[config.mk]
export PLATFORM = sky130hd
export DESIGN_NAME = isr_top
export DESIGN_NICKNAME = d
export VERILOG_FILES = /design/src/isr_evt_reg.v /design/src/isr_std_evt.v /design/src/isr_top.v
export VERILOG_INCLUDE_DIRS = /design/src /design/src/src
export SDC_FILE = /design/constraint.sdc
export NUM_CORES = 1
export LEC_CHECK = 0
export BUFFER_PORTS_ARGS = -buffer_cell sky130_fd_sc_hd__buf_2
export CAP_MARGIN = 15
export CORE_MARGIN = 10
export CORE_UTILIZATION = 63
export CTS_CLUSTER_SIZE = 28
export DETAILED_ROUTE_END_ITERATION = 10
export PLACE_DENSITY_LB_ADDON = 0.25
export SLEW_MARGIN = 20
export SYNTH_ARGS = -nofsm -noshare
export SYNTH_HDL_FRONTEND = slang
export SYNTH_HIERARCHICAL = 1
export SYNTH_SLANG_ARGS = --single-unit
[constraint.sdc]
create_clock -name clk_sys -period 2.4 [get_ports clk_sys]
set_clock_uncertainty 0.1 [all_clocks]
set_input_delay 0.12 -clock clk_sys [delete_from_list [all_inputs] [get_ports clk_sys]]
set_output_delay 0.12 -clock clk_sys [all_outputs]
set_load 0.01 [all_outputs]
[src/isr_regs.vh]
// Purpose: shared constants for the instrument status reporting block
// Assumes: included by bare name from every design file except the generic event register
// Notes:   definitions only
`ifndef ISR_REGS_VH
`define ISR_REGS_VH

////////////////////////////////////////////////////////////////////////////////
// mask write selectors (cfg_sel)
`define ISR_CFG_SRE        4'h0
`define ISR_CFG_ESE        4'h1
`define ISR_CFG_OP_EN      4'h2
`define ISR_CFG_OP_PTR     4'h3
`define ISR_CFG_OP_NTR     4'h4
`define ISR_CFG_SQ_EN      4'h5
`define ISR_CFG_SQ_PTR     4'h6
`define ISR_CFG_SQ_NTR     4'h7

////////////////////////////////////////////////////////////////////////////////
// read selectors (rd_sel)
`define ISR_RD_STB         4'h0
`define ISR_RD_SPOLL       4'h1
`define ISR_RD_ESR         4'h2
`define ISR_RD_OP_EVT      4'h3
`define ISR_RD_OP_COND     4'h4
`define ISR_RD_SQ_EVT      4'h5
`define ISR_RD_SQ_COND     4'h6
`define ISR_RD_SRE         4'h7
`define ISR_RD_ESE         4'h8
`define ISR_RD_OP_EN       4'h9
`define ISR_RD_SQ_EN       4'hA

////////////////////////////////////////////////////////////////////////////////
// status byte bit positions
`define ISR_STB_SQ         3
`define ISR_STB_MAV        4
`define ISR_STB_ESB        5
`define ISR_STB_RQS        6
`define ISR_STB_OP         7

// operation-condition bit positions
`define ISR_OP_SETTLE      1
`define ISR_OP_RANGE       2
`define ISR_OP_MEAS        4
`define ISR_OP_PROC        9
`define ISR_OP_HCOPY       10
`define ISR_OP_AVG         11

// signal-quality bit positions
`define ISR_SQ_POWER       3
`define ISR_SQ_MAXSIG      9
`define ISR_SQ_DRIFT       10
`define ISR_SQ_DELTA       11
`define ISR_SQ_CMDWARN     14

////////////////////////////////////////////////////////////////////////////////
// widths, used-bit masks and reset values
`define ISR_OP_W           17
`define ISR_SQ_W           16
`define ISR_OP_USED        17'h00E16
`define ISR_SQ_USED        16'h4E08
`define ISR_SRE_RST        8'h00
`define ISR_ESE_RST        8'h00
`define ISR_ESR_RST        8'h80
`define ISR_OP_EN_RST      17'h00000
`define ISR_OP_PTR_RST     17'h1FFFF
`define ISR_OP_NTR_RST     17'h00000
`define ISR_SQ_EN_RST      16'h0000
`define ISR_SQ_PTR_RST     16'hFFFF
`define ISR_SQ_NTR_RST     16'h0000

`endif

[src/isr_evt_reg.v]
// Purpose: condition / transition filter / event / enable register group
// Assumes: cond_in is on clk_sys, one-cycle strobes for writes and clears
// Notes:   unused positions are forced to zero, except that the enable and filter reset values load unmasked
`timescale 1ns/100ps
`default_nettype none
module isr_evt_reg #(
  parameter             WIDTH   = 16,
  parameter [WIDTH-1:0] USED    = {WIDTH{1'b1}},
  parameter [WIDTH-1:0] EN_RST  = {WIDTH{1'b0}},
  parameter [WIDTH-1:0] PTR_RST = {WIDTH{1'b1}},
  parameter [WIDTH-1:0] NTR_RST = {WIDTH{1'b0}}
) (
  input  wire             clk_sys,
  input  wire             rstn,
  input  wire [WIDTH-1:0] cond_in,
  input  wire             en_wr,
  input  wire             ptr_wr,
  input  wire             ntr_wr,
  input  wire [WIDTH-1:0] wr_data,
  input  wire             rd_clr,
  input  wire             cls,
  output wire [WIDTH-1:0] cond_out,
  output wire [WIDTH-1:0] event_out,
  output wire [WIDTH-1:0] enable_out,
  output wire             summary
);

  reg  [WIDTH-1:0] cond_reg;
  reg  [WIDTH-1:0] evt_reg;
  reg  [WIDTH-1:0] en_reg;
  reg  [WIDTH-1:0] ptr_reg;
  reg  [WIDTH-1:0] ntr_reg;
  wire [WIDTH-1:0] cond_now;
  wire [WIDTH-1:0] hits;

  assign cond_now = cond_in & USED;
  assign hits     = (ptr_reg & cond_now & ~cond_reg) |
                    (ntr_reg & ~cond_now & cond_reg);

  ////////////////////////////////////////////////////////////////////////////
  always @(posedge clk_sys) begin
    if (!rstn) begin
      cond_reg <= {WIDTH{1'b0}};
      evt_reg  <= {WIDTH{1'b0}};
      en_reg   <= EN_RST;
      ptr_reg  <= PTR_RST;
      ntr_reg  <= NTR_RST;
    end else begin
      cond_reg <= cond_now;
      // set beats a same-cycle read or clear, so no edge is lost
      if (rd_clr || cls) begin
        evt_reg <= hits;
      end else begin
        evt_reg <= evt_reg | hits;
      end
      if (en_wr) begin
        en_reg <= wr_data & USED;
      end
      if (ptr_wr) begin
        ptr_reg <= wr_data & USED;
      end
      if (ntr_wr) begin
        ntr_reg <= wr_data & USED;
      end
    end
  end

  assign cond_out   = cond_reg;
  assign event_out  = evt_reg;
  assign enable_out = en_reg;
  assign summary    = |(evt_reg & en_reg & USED);

endmodule // isr_evt_reg
`default_nettype wire

[src/isr_std_evt.v]
// Purpose: standard event register with its enable mask
// Assumes: set_in bits are one-cycle event pulses on clk_sys
// Notes:   power-on bit comes up set out of reset
`timescale 1ns/100ps
`default_nettype none
`include "isr_regs.vh"
module isr_std_evt (
  input  wire       clk_sys,
  input  wire       rstn,
  input  wire [7:0] set_in,
  input  wire       ese_wr,
  input  wire [7:0] wr_data,
  input  wire       rd_clr,
  input  wire       cls,
  output wire [7:0] esr_out,
  output wire [7:0] ese_out,
  output wire       summary
);

  reg [7:0] esr_reg;
  reg [7:0] ese_reg;

  always @(posedge clk_sys) begin
    if (!rstn) begin
      esr_reg <= `ISR_ESR_RST;
      ese_reg <= `ISR_ESE_RST;
    end else begin
      if (rd_clr || cls) begin
        esr_reg <= set_in;
      end else begin
        esr_reg <= esr_reg | set_in;
      end
      if (ese_wr) begin
        ese_reg <= wr_data;
      end
    end
  end

  assign esr_out = esr_reg;
  assign ese_out = ese_reg;
  // disabled bits still latch, they just stay out of the summary
  assign summary = |(esr_reg & ese_reg);

endmodule // isr_std_evt
`default_nettype wire

[src/isr_top.v]
// Purpose: status byte, summary and service-request logic of the instrument
// Assumes: all inputs come from logic on clk_sys, strobes are one cycle wide
// Notes:   reads answer one cycle after rd_req on rd_valid / rd_data
//
// Overview of operation
// - status byte bits follow their summary sources
// - summary bits are OR of register bits
// - byte read returns binary weighted sum
// - serial poll reports and clears request-service bit
// - query reports master summary, leaves request alone
// - positive filter catches false-to-true changes
// - negative filter catches true-to-false changes
// - operation bit 1 while motor settles
// - operation bit 2 while gain ranging
// - operation bit 4 while measuring
// - operation bit 9 while processing data
// - operation bit 10 while printing hardcopy
// - operation bit 11 while averaging noise
// - quality bit 3 on excessive power
// - quality bit 9 at maximum signal count
// - quality bit 10 on drift count mismatch
// - quality bit 11 when no delta reference
// - quality bit 14 on extra command parameters
// - enabled standard events set status bit 5
// - status bit 4 while output queue nonempty
// - enabled bit 5 raises service request
// - clear status empties events, keeps output queue
`timescale 1ns/100ps
`default_nettype none
`include "isr_regs.vh"
module isr_top (
  input  wire                   clk_sys,
  input  wire                   rstn,
  // operation conditions
  input  wire                   motor_settle_flag,
  input  wire                   gain_ranging,
  input  wire                   measuring,
  input  wire                   processing,
  input  wire                   hardcopy,
  input  wire                   averaging,
  // signal-quality conditions
  input  wire                   power_high,
  input  wire                   max_signals,
  input  wire                   drift_ref_mismatch,
  input  wire                   delta_ref_missing,
  input  wire                   cmd_warning,
  // standard events and output queue
  input  wire [7:0]             std_event_set,
  input  wire                   out_queue_nonempty,
  // mask writes
  input  wire                   cfg_wr,
  input  wire [3:0]             cfg_sel,
  input  wire [`ISR_OP_W-1:0]   cfg_data,
  // reads
  input  wire                   rd_req,
  input  wire [3:0]             rd_sel,
  input  wire                   clear_status,
  output reg                    rd_valid,
  output reg  [`ISR_OP_W-1:0]   rd_data,
  output wire [7:0]             status_byte,
  output wire                   srq_out
);

  ////////////////////////////////////////////////////////////////////////////
  // decoding shared by writes and clearing reads
  function sel_hit;
    input       strobe;
    input [3:0] sel;
    input [3:0] code;
    begin
      sel_hit = strobe && (sel == code);
    end
  endfunction

  wire [`ISR_OP_W-1:0] op_cond;
  wire [`ISR_SQ_W-1:0] sq_cond;
  wire [`ISR_OP_W-1:0] op_cond_q;
  wire [`ISR_OP_W-1:0] op_evt;
  wire [`ISR_OP_W-1:0] op_en;
  wire [`ISR_SQ_W-1:0] sq_cond_q;
  wire [`ISR_SQ_W-1:0] sq_evt;
  wire [`ISR_SQ_W-1:0] sq_en;
  wire [7:0]           esr;
  wire [7:0]           ese;
  wire                 op_sum;
  wire                 sq_sum;
  wire                 esb_sum;
  wire                 sre_wr;
  wire                 ese_wr;
  wire                 op_en_wr;
  wire                 op_ptr_wr;
  wire                 op_ntr_wr;
  wire                 sq_en_wr;
  wire                 sq_ptr_wr;
  wire                 sq_ntr_wr;
  wire                 esr_rd;
  wire                 op_evt_rd;
  wire                 sq_evt_rd;
  wire                 spoll_rd;
  wire                 mss;
  wire [7:0]           stb_core;
  wire [7:0]           sre_bit_mask;
  reg  [7:0]           sre_reg;
  reg                  rqs_reg;
  reg                  rqs_next;
  reg                  mss_prev_reg;
  reg  [`ISR_OP_W-1:0] rd_next;

  ////////////////////////////////////////////////////////////////////////////
  // write strobes and event-clearing reads, decoded once here
  // so every selector compare has a single named driver
  assign sre_wr    = sel_hit(cfg_wr, cfg_sel, `ISR_CFG_SRE);
  assign ese_wr    = sel_hit(cfg_wr, cfg_sel, `ISR_CFG_ESE);
  assign op_en_wr  = sel_hit(cfg_wr, cfg_sel, `ISR_CFG_OP_EN);
  assign op_ptr_wr = sel_hit(cfg_wr, cfg_sel, `ISR_CFG_OP_PTR);
  assign op_ntr_wr = sel_hit(cfg_wr, cfg_sel, `ISR_CFG_OP_NTR);
  assign sq_en_wr  = sel_hit(cfg_wr, cfg_sel, `ISR_CFG_SQ_EN);
  assign sq_ptr_wr = sel_hit(cfg_wr, cfg_sel, `ISR_CFG_SQ_PTR);
  assign sq_ntr_wr = sel_hit(cfg_wr, cfg_sel, `ISR_CFG_SQ_NTR);
  assign esr_rd    = sel_hit(rd_req, rd_sel, `ISR_RD_ESR);
  assign op_evt_rd = sel_hit(rd_req, rd_sel, `ISR_RD_OP_EVT);
  assign sq_evt_rd = sel_hit(rd_req, rd_sel, `ISR_RD_SQ_EVT);

  ////////////////////////////////////////////////////////////////////////////
  // condition vectors
  assign op_cond = {{(`ISR_OP_W-12){1'b0}},
                    averaging,
                    hardcopy,
                    processing,
                    4'h0,
                    measuring,
                    1'b0,
                    gain_ranging,
                    motor_settle_flag,
                    1'b0};
  assign sq_cond = {1'b0,
                    cmd_warning,
                    2'h0,
                    delta_ref_missing,
                    drift_ref_mismatch,
                    max_signals,
                    5'h00,
                    power_high,
                    3'h0};

  ////////////////////////////////////////////////////////////////////////////
  isr_evt_reg #(
    .WIDTH   (`ISR_OP_W),
    .USED    (`ISR_OP_USED),
    .EN_RST  (`ISR_OP_EN_RST),
    .PTR_RST (`ISR_OP_PTR_RST),
    .NTR_RST (`ISR_OP_NTR_RST)
  ) u_op (
    .clk_sys    (clk_sys),
    .rstn       (rstn),
    .cond_in    (op_cond),
    .en_wr      (op_en_wr),
    .ptr_wr     (op_ptr_wr),
    .ntr_wr     (op_ntr_wr),
    .wr_data    (cfg_data),
    .rd_clr     (op_evt_rd),
    .cls        (clear_status),
    .cond_out   (op_cond_q),
    .event_out  (op_evt),
    .enable_out (op_en),
    .summary    (op_sum)
  );

  isr_evt_reg #(
    .WIDTH   (`ISR_SQ_W),
    .USED    (`ISR_SQ_USED),
    .EN_RST  (`ISR_SQ_EN_RST),
    .PTR_RST (`ISR_SQ_PTR_RST),
    .NTR_RST (`ISR_SQ_NTR_RST)
  ) u_sq (
    .clk_sys    (clk_sys),
    .rstn       (rstn),
    .cond_in    (sq_cond),
    .en_wr      (sq_en_wr),
    .ptr_wr     (sq_ptr_wr),
    .ntr_wr     (sq_ntr_wr),
    .wr_data    (cfg_data[`ISR_SQ_W-1:0]),
    .rd_clr     (sq_evt_rd),
    .cls        (clear_status),
    .cond_out   (sq_cond_q),
    .event_out  (sq_evt),
    .enable_out (sq_en),
    .summary    (sq_sum)
  );

  isr_std_evt u_std (
    .clk_sys (clk_sys),
    .rstn    (rstn),
    .set_in  (std_event_set),
    .ese_wr  (ese_wr),
    .wr_data (cfg_data[7:0]),
    .rd_clr  (esr_rd),
    .cls     (clear_status),
    .esr_out (esr),
    .ese_out (ese),
    .summary (esb_sum)
  );

  ////////////////////////////////////////////////////////////////////////////
  // status byte: combinational on the summaries, so bits drop with them
  assign stb_core = {op_sum,
                     1'b0,
                     esb_sum,
                     out_queue_nonempty,
                     sq_sum,
                     3'h0};
  // bit 6 of the service-request mask has no meaning
  assign sre_bit_mask = 8'hBF;
  assign mss          = |(stb_core & sre_reg & sre_bit_mask);
  assign spoll_rd     = sel_hit(rd_req, rd_sel, `ISR_RD_SPOLL);

  // request fires on a new reason for service; a fresh reason in the poll
  // cycle survives the clear so the controller is not left unaware
  always @* begin
    rqs_next = rqs_reg;
    if (spoll_rd) begin
      rqs_next = 1'b0;
    end
    if (mss && !mss_prev_reg) begin
      rqs_next = 1'b1;
    end
  end

  always @(posedge clk_sys) begin
    if (!rstn) begin
      sre_reg      <= `ISR_SRE_RST;
      rqs_reg      <= 1'b0;
      mss_prev_reg <= 1'b0;
    end else begin
      rqs_reg      <= rqs_next;
      mss_prev_reg <= mss;
      if (sre_wr) begin
        sre_reg <= cfg_data[7:0] & sre_bit_mask;
      end
    end
  end

  assign status_byte = stb_core | {1'b0, mss, 6'h00};
  assign srq_out     = rqs_reg;

  ////////////////////////////////////////////////////////////////////////////
  // read port: each value is its own binary weighted sum
  always @* begin
    rd_next = {`ISR_OP_W{1'b0}};
    case (rd_sel)
      `ISR_RD_STB: begin
        rd_next[7:0] = stb_core | {1'b0, mss, 6'h00};
      end
      `ISR_RD_SPOLL: begin
        rd_next[7:0] = stb_core | {1'b0, rqs_reg, 6'h00};
      end
      `ISR_RD_ESR: begin
        rd_next[7:0] = esr;
      end
      `ISR_RD_OP_EVT: begin
        rd_next = op_evt;
      end
      `ISR_RD_OP_COND: begin
        rd_next = op_cond_q;
      end
      `ISR_RD_SQ_EVT: begin
        rd_next[`ISR_SQ_W-1:0] = sq_evt;
      end
      `ISR_RD_SQ_COND: begin
        rd_next[`ISR_SQ_W-1:0] = sq_cond_q;
      end
      `ISR_RD_SRE: begin
        rd_next[7:0] = sre_reg;
      end
      `ISR_RD_ESE: begin
        rd_next[7:0] = ese;
      end
      `ISR_RD_OP_EN: begin
        rd_next = op_en;
      end
      `ISR_RD_SQ_EN: begin
        rd_next[`ISR_SQ_W-1:0] = sq_en;
      end
      default: begin
        rd_next = {`ISR_OP_W{1'b0}};
      end
    endcase
  end

  always @(posedge clk_sys) begin
    if (!rstn) begin
      rd_valid <= 1'b0;
      rd_data  <= {`ISR_OP_W{1'b0}};
    end else begin
      rd_valid <= rd_req;
      if (rd_req) begin
        rd_data <= rd_next;
      end
    end
  end

endmodule // isr_top
`default_nettype wire

# Word level (Yosys, flattened, before mapping)
# Index checks and enable logic that the tools add are counted.
dict set report word_totals {
  reg_bits 164
  input_bits 50
  out_inout_bits 27
  elab_cells 91
}
dict set report op_classes {
  eq_ne 17
  muxes 8
  n_bitwise 23
  reduce_logical 24
}
# cell n
set op_table {}
lappend op_table {{$pmux W8 S11} 1}
lappend op_table {{$pmux W8 S6} 1}
lappend op_table {{$and A17 B17 Y17} 2}
lappend op_table {{$or A17 B17 Y17} 2}
lappend op_table {{$and A16 B16 Y16} 2}
lappend op_table {{$eq A4 B3 Y1 const B} 8}
lappend op_table {{$or A16 B16 Y16} 2}
lappend op_table {{$and A12 B17 Y17} 1}
lappend op_table {{$and A17 B12 Y17} 1}
lappend op_table {{$mux W17} 1}
lappend op_table {{$not A12 Y17} 1}
lappend op_table {{$not A17 Y17} 1}
lappend op_table {{$and A15 B16 Y16} 1}
lappend op_table {{$and A16 B15 Y16} 1}
lappend op_table {{$and A8 B8 Y8} 2}
lappend op_table {{$eq A4 B2 Y1 const B} 4}
lappend op_table {{$mux W16} 1}
lappend op_table {{$not A15 Y16} 1}
lappend op_table {{$not A16 Y16} 1}
lappend op_table {{$or A8 B7 Y8} 2}
lappend op_table {{$and A15 B15 Y15} 1}
lappend op_table {{$logic_and A1 B1 Y1} 13}
lappend op_table {{$and A12 B12 Y12} 1}
lappend op_table {{$eq A4 B4 Y1 const B} 3}
lappend op_table {{other kinds (13)} 18}

# Logic depth before layout (Yosys ltp)
dict set report logic_depth {
  depth_word 6
  mapped_depth 7
  mapped_depth_nobuf 6
}

# By module
# The synthesis kept the hierarchy.
# mod n_inst cells_per_inst area_each_um2 seq_area_each_um2
set by_module_without_submodules {}
lappend by_module_without_submodules {isr_top 1 286 2341.0 540.5}
lappend by_module_without_submodules {{isr_evt_reg (u_op)} 1 135 1431.4 600.6}
lappend by_module_without_submodules {{isr_evt_reg (u_sq)} 1 119 1228.7 500.5}
lappend by_module_without_submodules {isr_std_evt 1 58 645.6 320.3}

# Worst setup path after synthesis
# Ideal clock, no wire load.
dict set report synth_path {
  path_type {register -> register}
  startpoint {register u_op.evt_reg[2] (netlist: u_op/event_out[2])}
  endpoint {register rd_data[7]}
  setup_time_ns 0.119
  arrival_ns 1.355
  required_ns 2.181
  path_slack_ns 0.826
  stages_incl_launch_ff 7
  cell_sequence {dfxtp_1 > a22oi_1 > nand3_1 > nor2b_1 > a221oi_2 > o221ai_1 > o221a_2}
}
dict set report synth_between {
  elab_chain_cells 4
  elab_cells_between_ends 5
  classes_between {mux (1); bitwise (3); reduce/logical (1)}
}
# element line
set synth_lines {}
lappend synth_lines {{start: declaration} isr_evt_reg.v:29} ;# reg [WIDTH-1:0] evt_reg;
lappend synth_lines {{start signal: assignment} isr_evt_reg.v:44} ;# evt_reg <= {WIDTH{1'b0}};
lappend synth_lines {{start signal: assignment} isr_evt_reg.v:52} ;# evt_reg <= hits;
lappend synth_lines {{start signal: assignment} isr_evt_reg.v:54} ;# evt_reg <= evt_reg | hits;
lappend synth_lines {{$and A12 B12 Y12 (*)} isr_evt_reg.v:71} ;# assign summary = |(evt_reg & en_reg & USED);
lappend synth_lines {{$reduce_or A6 Y1 (*)} isr_evt_reg.v:71}
lappend synth_lines {{net op_sum} isr_top.v:85} ;# wire op_sum;
lappend synth_lines {{$or A8 B7 Y8, on equally long branches} {isr_top.v:255, isr_top.v:252}}
lappend synth_lines {{$pmux W8 S11 (*)} isr_top.v:250} ;# case (rd_sel)
lappend synth_lines {{end signal: assignment} isr_top.v:293} ;# rd_data <= {`ISR_OP_W{1'b0}};
lappend synth_lines {{end signal: assignment} isr_top.v:297} ;# rd_data <= rd_next;
lappend synth_lines {{end: declaration} isr_top.v:59} ;# output reg [`ISR_OP_W-1:0] rd_data,
# Mark *: on every way through the listed nets, which the timed path passes. The rest lies on a longest branch.
# A chain may end at the register's enable or synchronous reset.

# Worst setup path in the final report
dict set report layout_path {
  startpoint {register u_sq.evt_reg[11] (netlist: u_sq/event_out[11])}
  endpoint {output port status_byte[6]}
}
dict set report layout_between {
  elab_chain_cells 5
}
# element line
set layout_lines {}
lappend layout_lines {{start: declaration} isr_evt_reg.v:29}
lappend layout_lines {{start signal: assignment} isr_evt_reg.v:44}
lappend layout_lines {{start signal: assignment} isr_evt_reg.v:52}
lappend layout_lines {{start signal: assignment} isr_evt_reg.v:54}
lappend layout_lines {{$and A15 B15 Y15} isr_evt_reg.v:71}
lappend layout_lines {{$reduce_or A5 Y1} isr_evt_reg.v:71}
lappend layout_lines {{$and A8 B8 Y8} isr_top.v:214} ;# assign mss = |(stb_core & sre_reg & sre_bit_mask);
lappend layout_lines {{$reduce_or A7 Y1} isr_top.v:214}
lappend layout_lines {{$or A8 B7 Y8} isr_top.v:243} ;# assign status_byte = stb_core | {1'b0, mss, 6'h00};
lappend layout_lines {{end: declaration} isr_top.v:60} ;# output wire [7:0] status_byte,
# Every way passes these cells.

==> flow_metrics.env <==
export IMPL_grt_max_degree=48
export IMPL_ys_flop_type="dfxtp_1"
export IMPL_hp_start="cfg_data[3]"
export IMPL_final_min_clock_period_ns=2.08
export IMPL_critPathLaunchType="register"
export IMPL_first_pass_iters=5
export IMPL_cp_slowest_cell="a222oi_1"
export IMPL_ys_ff_latch=98
export IMPL_fillCellCount=680
export IMPL_tns_ns=0
export IMPL_ant_nets=0
export IMPL_cp_required_ns=2.18
export IMPL_grt_usage_pct=21.8
export IMPL_numClockSinks=98
export IMPL_setup_viol=0
export IMPL_rsz0062_at_grt="false"
export IMPL_drive_gt1_share_pct=19.3
export IMPL_cts_buffers=9
export IMPL_final_common_cell="dfxtp_1"
export IMPL_maxCapViolCount=0
export IMPL_die_w_um=115
export IMPL_cts_tree="built"
export IMPL_final_cell_mix="98 x dfxtp_1, 69 x conb_1, 68 x buf_2, 52 x mux2i_1, 42 x nor2b_1"
export IMPL_cpPeakStageDelay_ns=0.35
export IMPL_drt_total_wl_mm=14.6
export IMPL_yosys_area_top_type="dfxtp_1"
export IMPL_largest_register="rd_data"
export IMPL_min_period_over_period_pct=86.8
export IMPL_num_vias=4594
export IMPL_slew_headroom_pct=51.3
export IMPL_syn_area_per_cell_um2=9.44
export IMPL_die_height_um=115
export IMPL_reg2reg_from="u_op/event_out[2]$_SDFF_PN0_"
export IMPL_num_antenna_cells=0
export IMPL_post_drt_via_cell_ratio=5.84
export IMPL_grt_pass1_vias=4612
export IMPL_synthCells=598
export IMPL_area_delta_synth_final_pct=9.55
export IMPL_portBuffers=68
export IMPL_drc=0
export IMPL_setup_ws_ns=0.316
export IMPL_outcome="completed"
export IMPL_wl_per_cell_um=18.6
export IMPL_worstSetupEndpointType="output pin"
export IMPL_yosys_warnings=6
export IMPL_slew_violations=0
export IMPL_placed_cells=739
export IMPL_crit_chain="a222oi_1, nand2_1, a22oi_1, nand2_1, buf_2"
export IMPL_dp_hpwl_mm=10.2
export IMPL_regArea_um2=1960
export IMPL_ios=77
export IMPL_rows=34
export IMPL_hold_class="in -> reg"
export IMPL_die_area_um2=13100
export IMPL_hold_viol=0
export IMPL_ys_seq_area_share_pct=34.7
export IMPL_cpMostUsedCell="nand2_1"
export IMPL_finalNetCount=723
export IMPL_r2r_setup_slack_ns=0.50
export IMPL_root_buffer="clkbuf_8"
export IMPL_synth_top_cell_area_share_pct=34.7
export IMPL_fin_util_pct=70.9
export IMPL_largest_register_ffs=17
export IMPL_cp_max_fo=4
export IMPL_crit_arrival_ns=1.86
export IMPL_peakVddDrop_uv=350
export IMPL_async_flop_share_pct=0
export IMPL_dr_first_iter_drc_count=312
export IMPL_antenna_found_initial=0
export IMPL_ctsHoldBuffers=31
export IMPL_cp_startpoint="u_sq/event_out[11]$_SDFF_PN0_"
export IMPL_max_freq_mhz=480
export IMPL_stdcell_count=786
export IMPL_clkSlewWorstSetupHoldPaths_ns=0.10
export IMPL_start_util_pct=64.7
export IMPL_synth_edf_count=0
export IMPL_worst_slew_pin_slew_ns=0.728
export IMPL_multi_input_area_um2=3090
export IMPL_gr_total_overflow=0
export IMPL_power_density_nw_per_um2=531
export IMPL_ctsResizeCount=0
export IMPL_p_total_uw=3290
export IMPL_htree_levels=3
export IMPL_syn_cell_area_um2=5650
export IMPL_core_area_um2=8720
export IMPL_cts_buffer_depth=2
export IMPL_post_cts_buffers=0
export IMPL_clkLatencyLatePin_ns=0.37
export IMPL_synthTopCellsByArea="dfxtp_1 35%, buf_4 11%, mux2i_1 9.2%, nor2b_1 4.7%, and4b_1 4.1%"
export IMPL_dp_slack_ns=0.481
export IMPL_synth_cell_type_count=62
export IMPL_crit_type="reg -> out"
export IMPL_gp_congestion=0.903
export IMPL_p_leak_uw=0.00267
export IMPL_grt_pass1_wl_mm=23.4
## worst max-delay path, delay by kind of cell (launching register included)
family / cells / cell delay [ns]
flip-flops: 1 / 0.34
AO/OA/AOI/OAI: 2 / 0.63
AND/OR/NAND/NOR: 2 / 0.35
buffers and inverters: 1 / 0.18
## stage by stage
| stage | instance area (um2) | hold slack [ns] |
|---|---|---|
| after floorplan | 5890 | 0.114 |
| final | 6190 | 0.0312 |
| after global placement | 5680 | 0.202 |
| after global routing | 6190 | 0.0421 |
| after detailed placement | 5680 | 0.209 |
| after CTS | 6190 | 0.0186 |
## power breakdown
| part | internal [uW] | switching, uW |
|---|---|---|
| combinational | 221 | 256 |
| clock | 451 | 625 |
| sequential | 1680 | 48.0 |
## synth_stat cells, drive strengths merged (6+ instances only)
master    n
nor3b    10
a221oi    9
mux2i    52
a22oi    25
buf     106
o21a      7
nor2     24
o221a     7
o21ai    17
clkbuf   12
mux2      7
a32oi     8
nand2    20
and2     15
nand2b    8
nor2b    42
and3b     7
a211o    13
and4b    24
dfxtp    98
a31oi     6
nand3b    9
nand3     6
a21oi    11
## worst paths after layout
kind,to,depth (start not counted)
worst max-delay path,status_byte[6],5
worst min-delay path,u_sq/ptr_reg[3]$_SDFFE_PN1P_,3
worst max register to register,rd_data[7]$_SDFFE_PN0P_,6
worst min register to register,u_sq/ptr_reg[11]$_SDFFE_PN1P_,2
## final cells by class
type / count / share of cell area (%)
timing repair buffer: 116 / 12.6
inverter: 5 / 0.344
multi-input combinational: 443 / 50.0
clock inverter: 5 / 0.728
tap: 108 / 2.18
clock buffer: 11 / 2.45
sequential: 98 / 31.7
## routing by layer
metal  vias up  share of wire (%)  GRT usage, %  wire [um]
met5         -                  0             0          0
met4         0                2.8          9.11        404
met3        38                6.5          5.08        941
met2       149                 48          35.7       7060
met1      2203                 42          26.9       6180
li1       2204                  -             -          -
## cell families (layout without fill, tap and decap cells)
kind of cell           after synthesis  after routing  synth area share, %
AOI/OAI and AO/OA                  132            132                 18.1
buffers and inverters              123            137                 14.9
and+or+nand+nor                    183            183                 21.5
other                                3             69                0.199
DFF                                 98             98                 34.7
muxes                               59             59                 10.6
No activity file was read; power rests on OpenSTA's default activity.
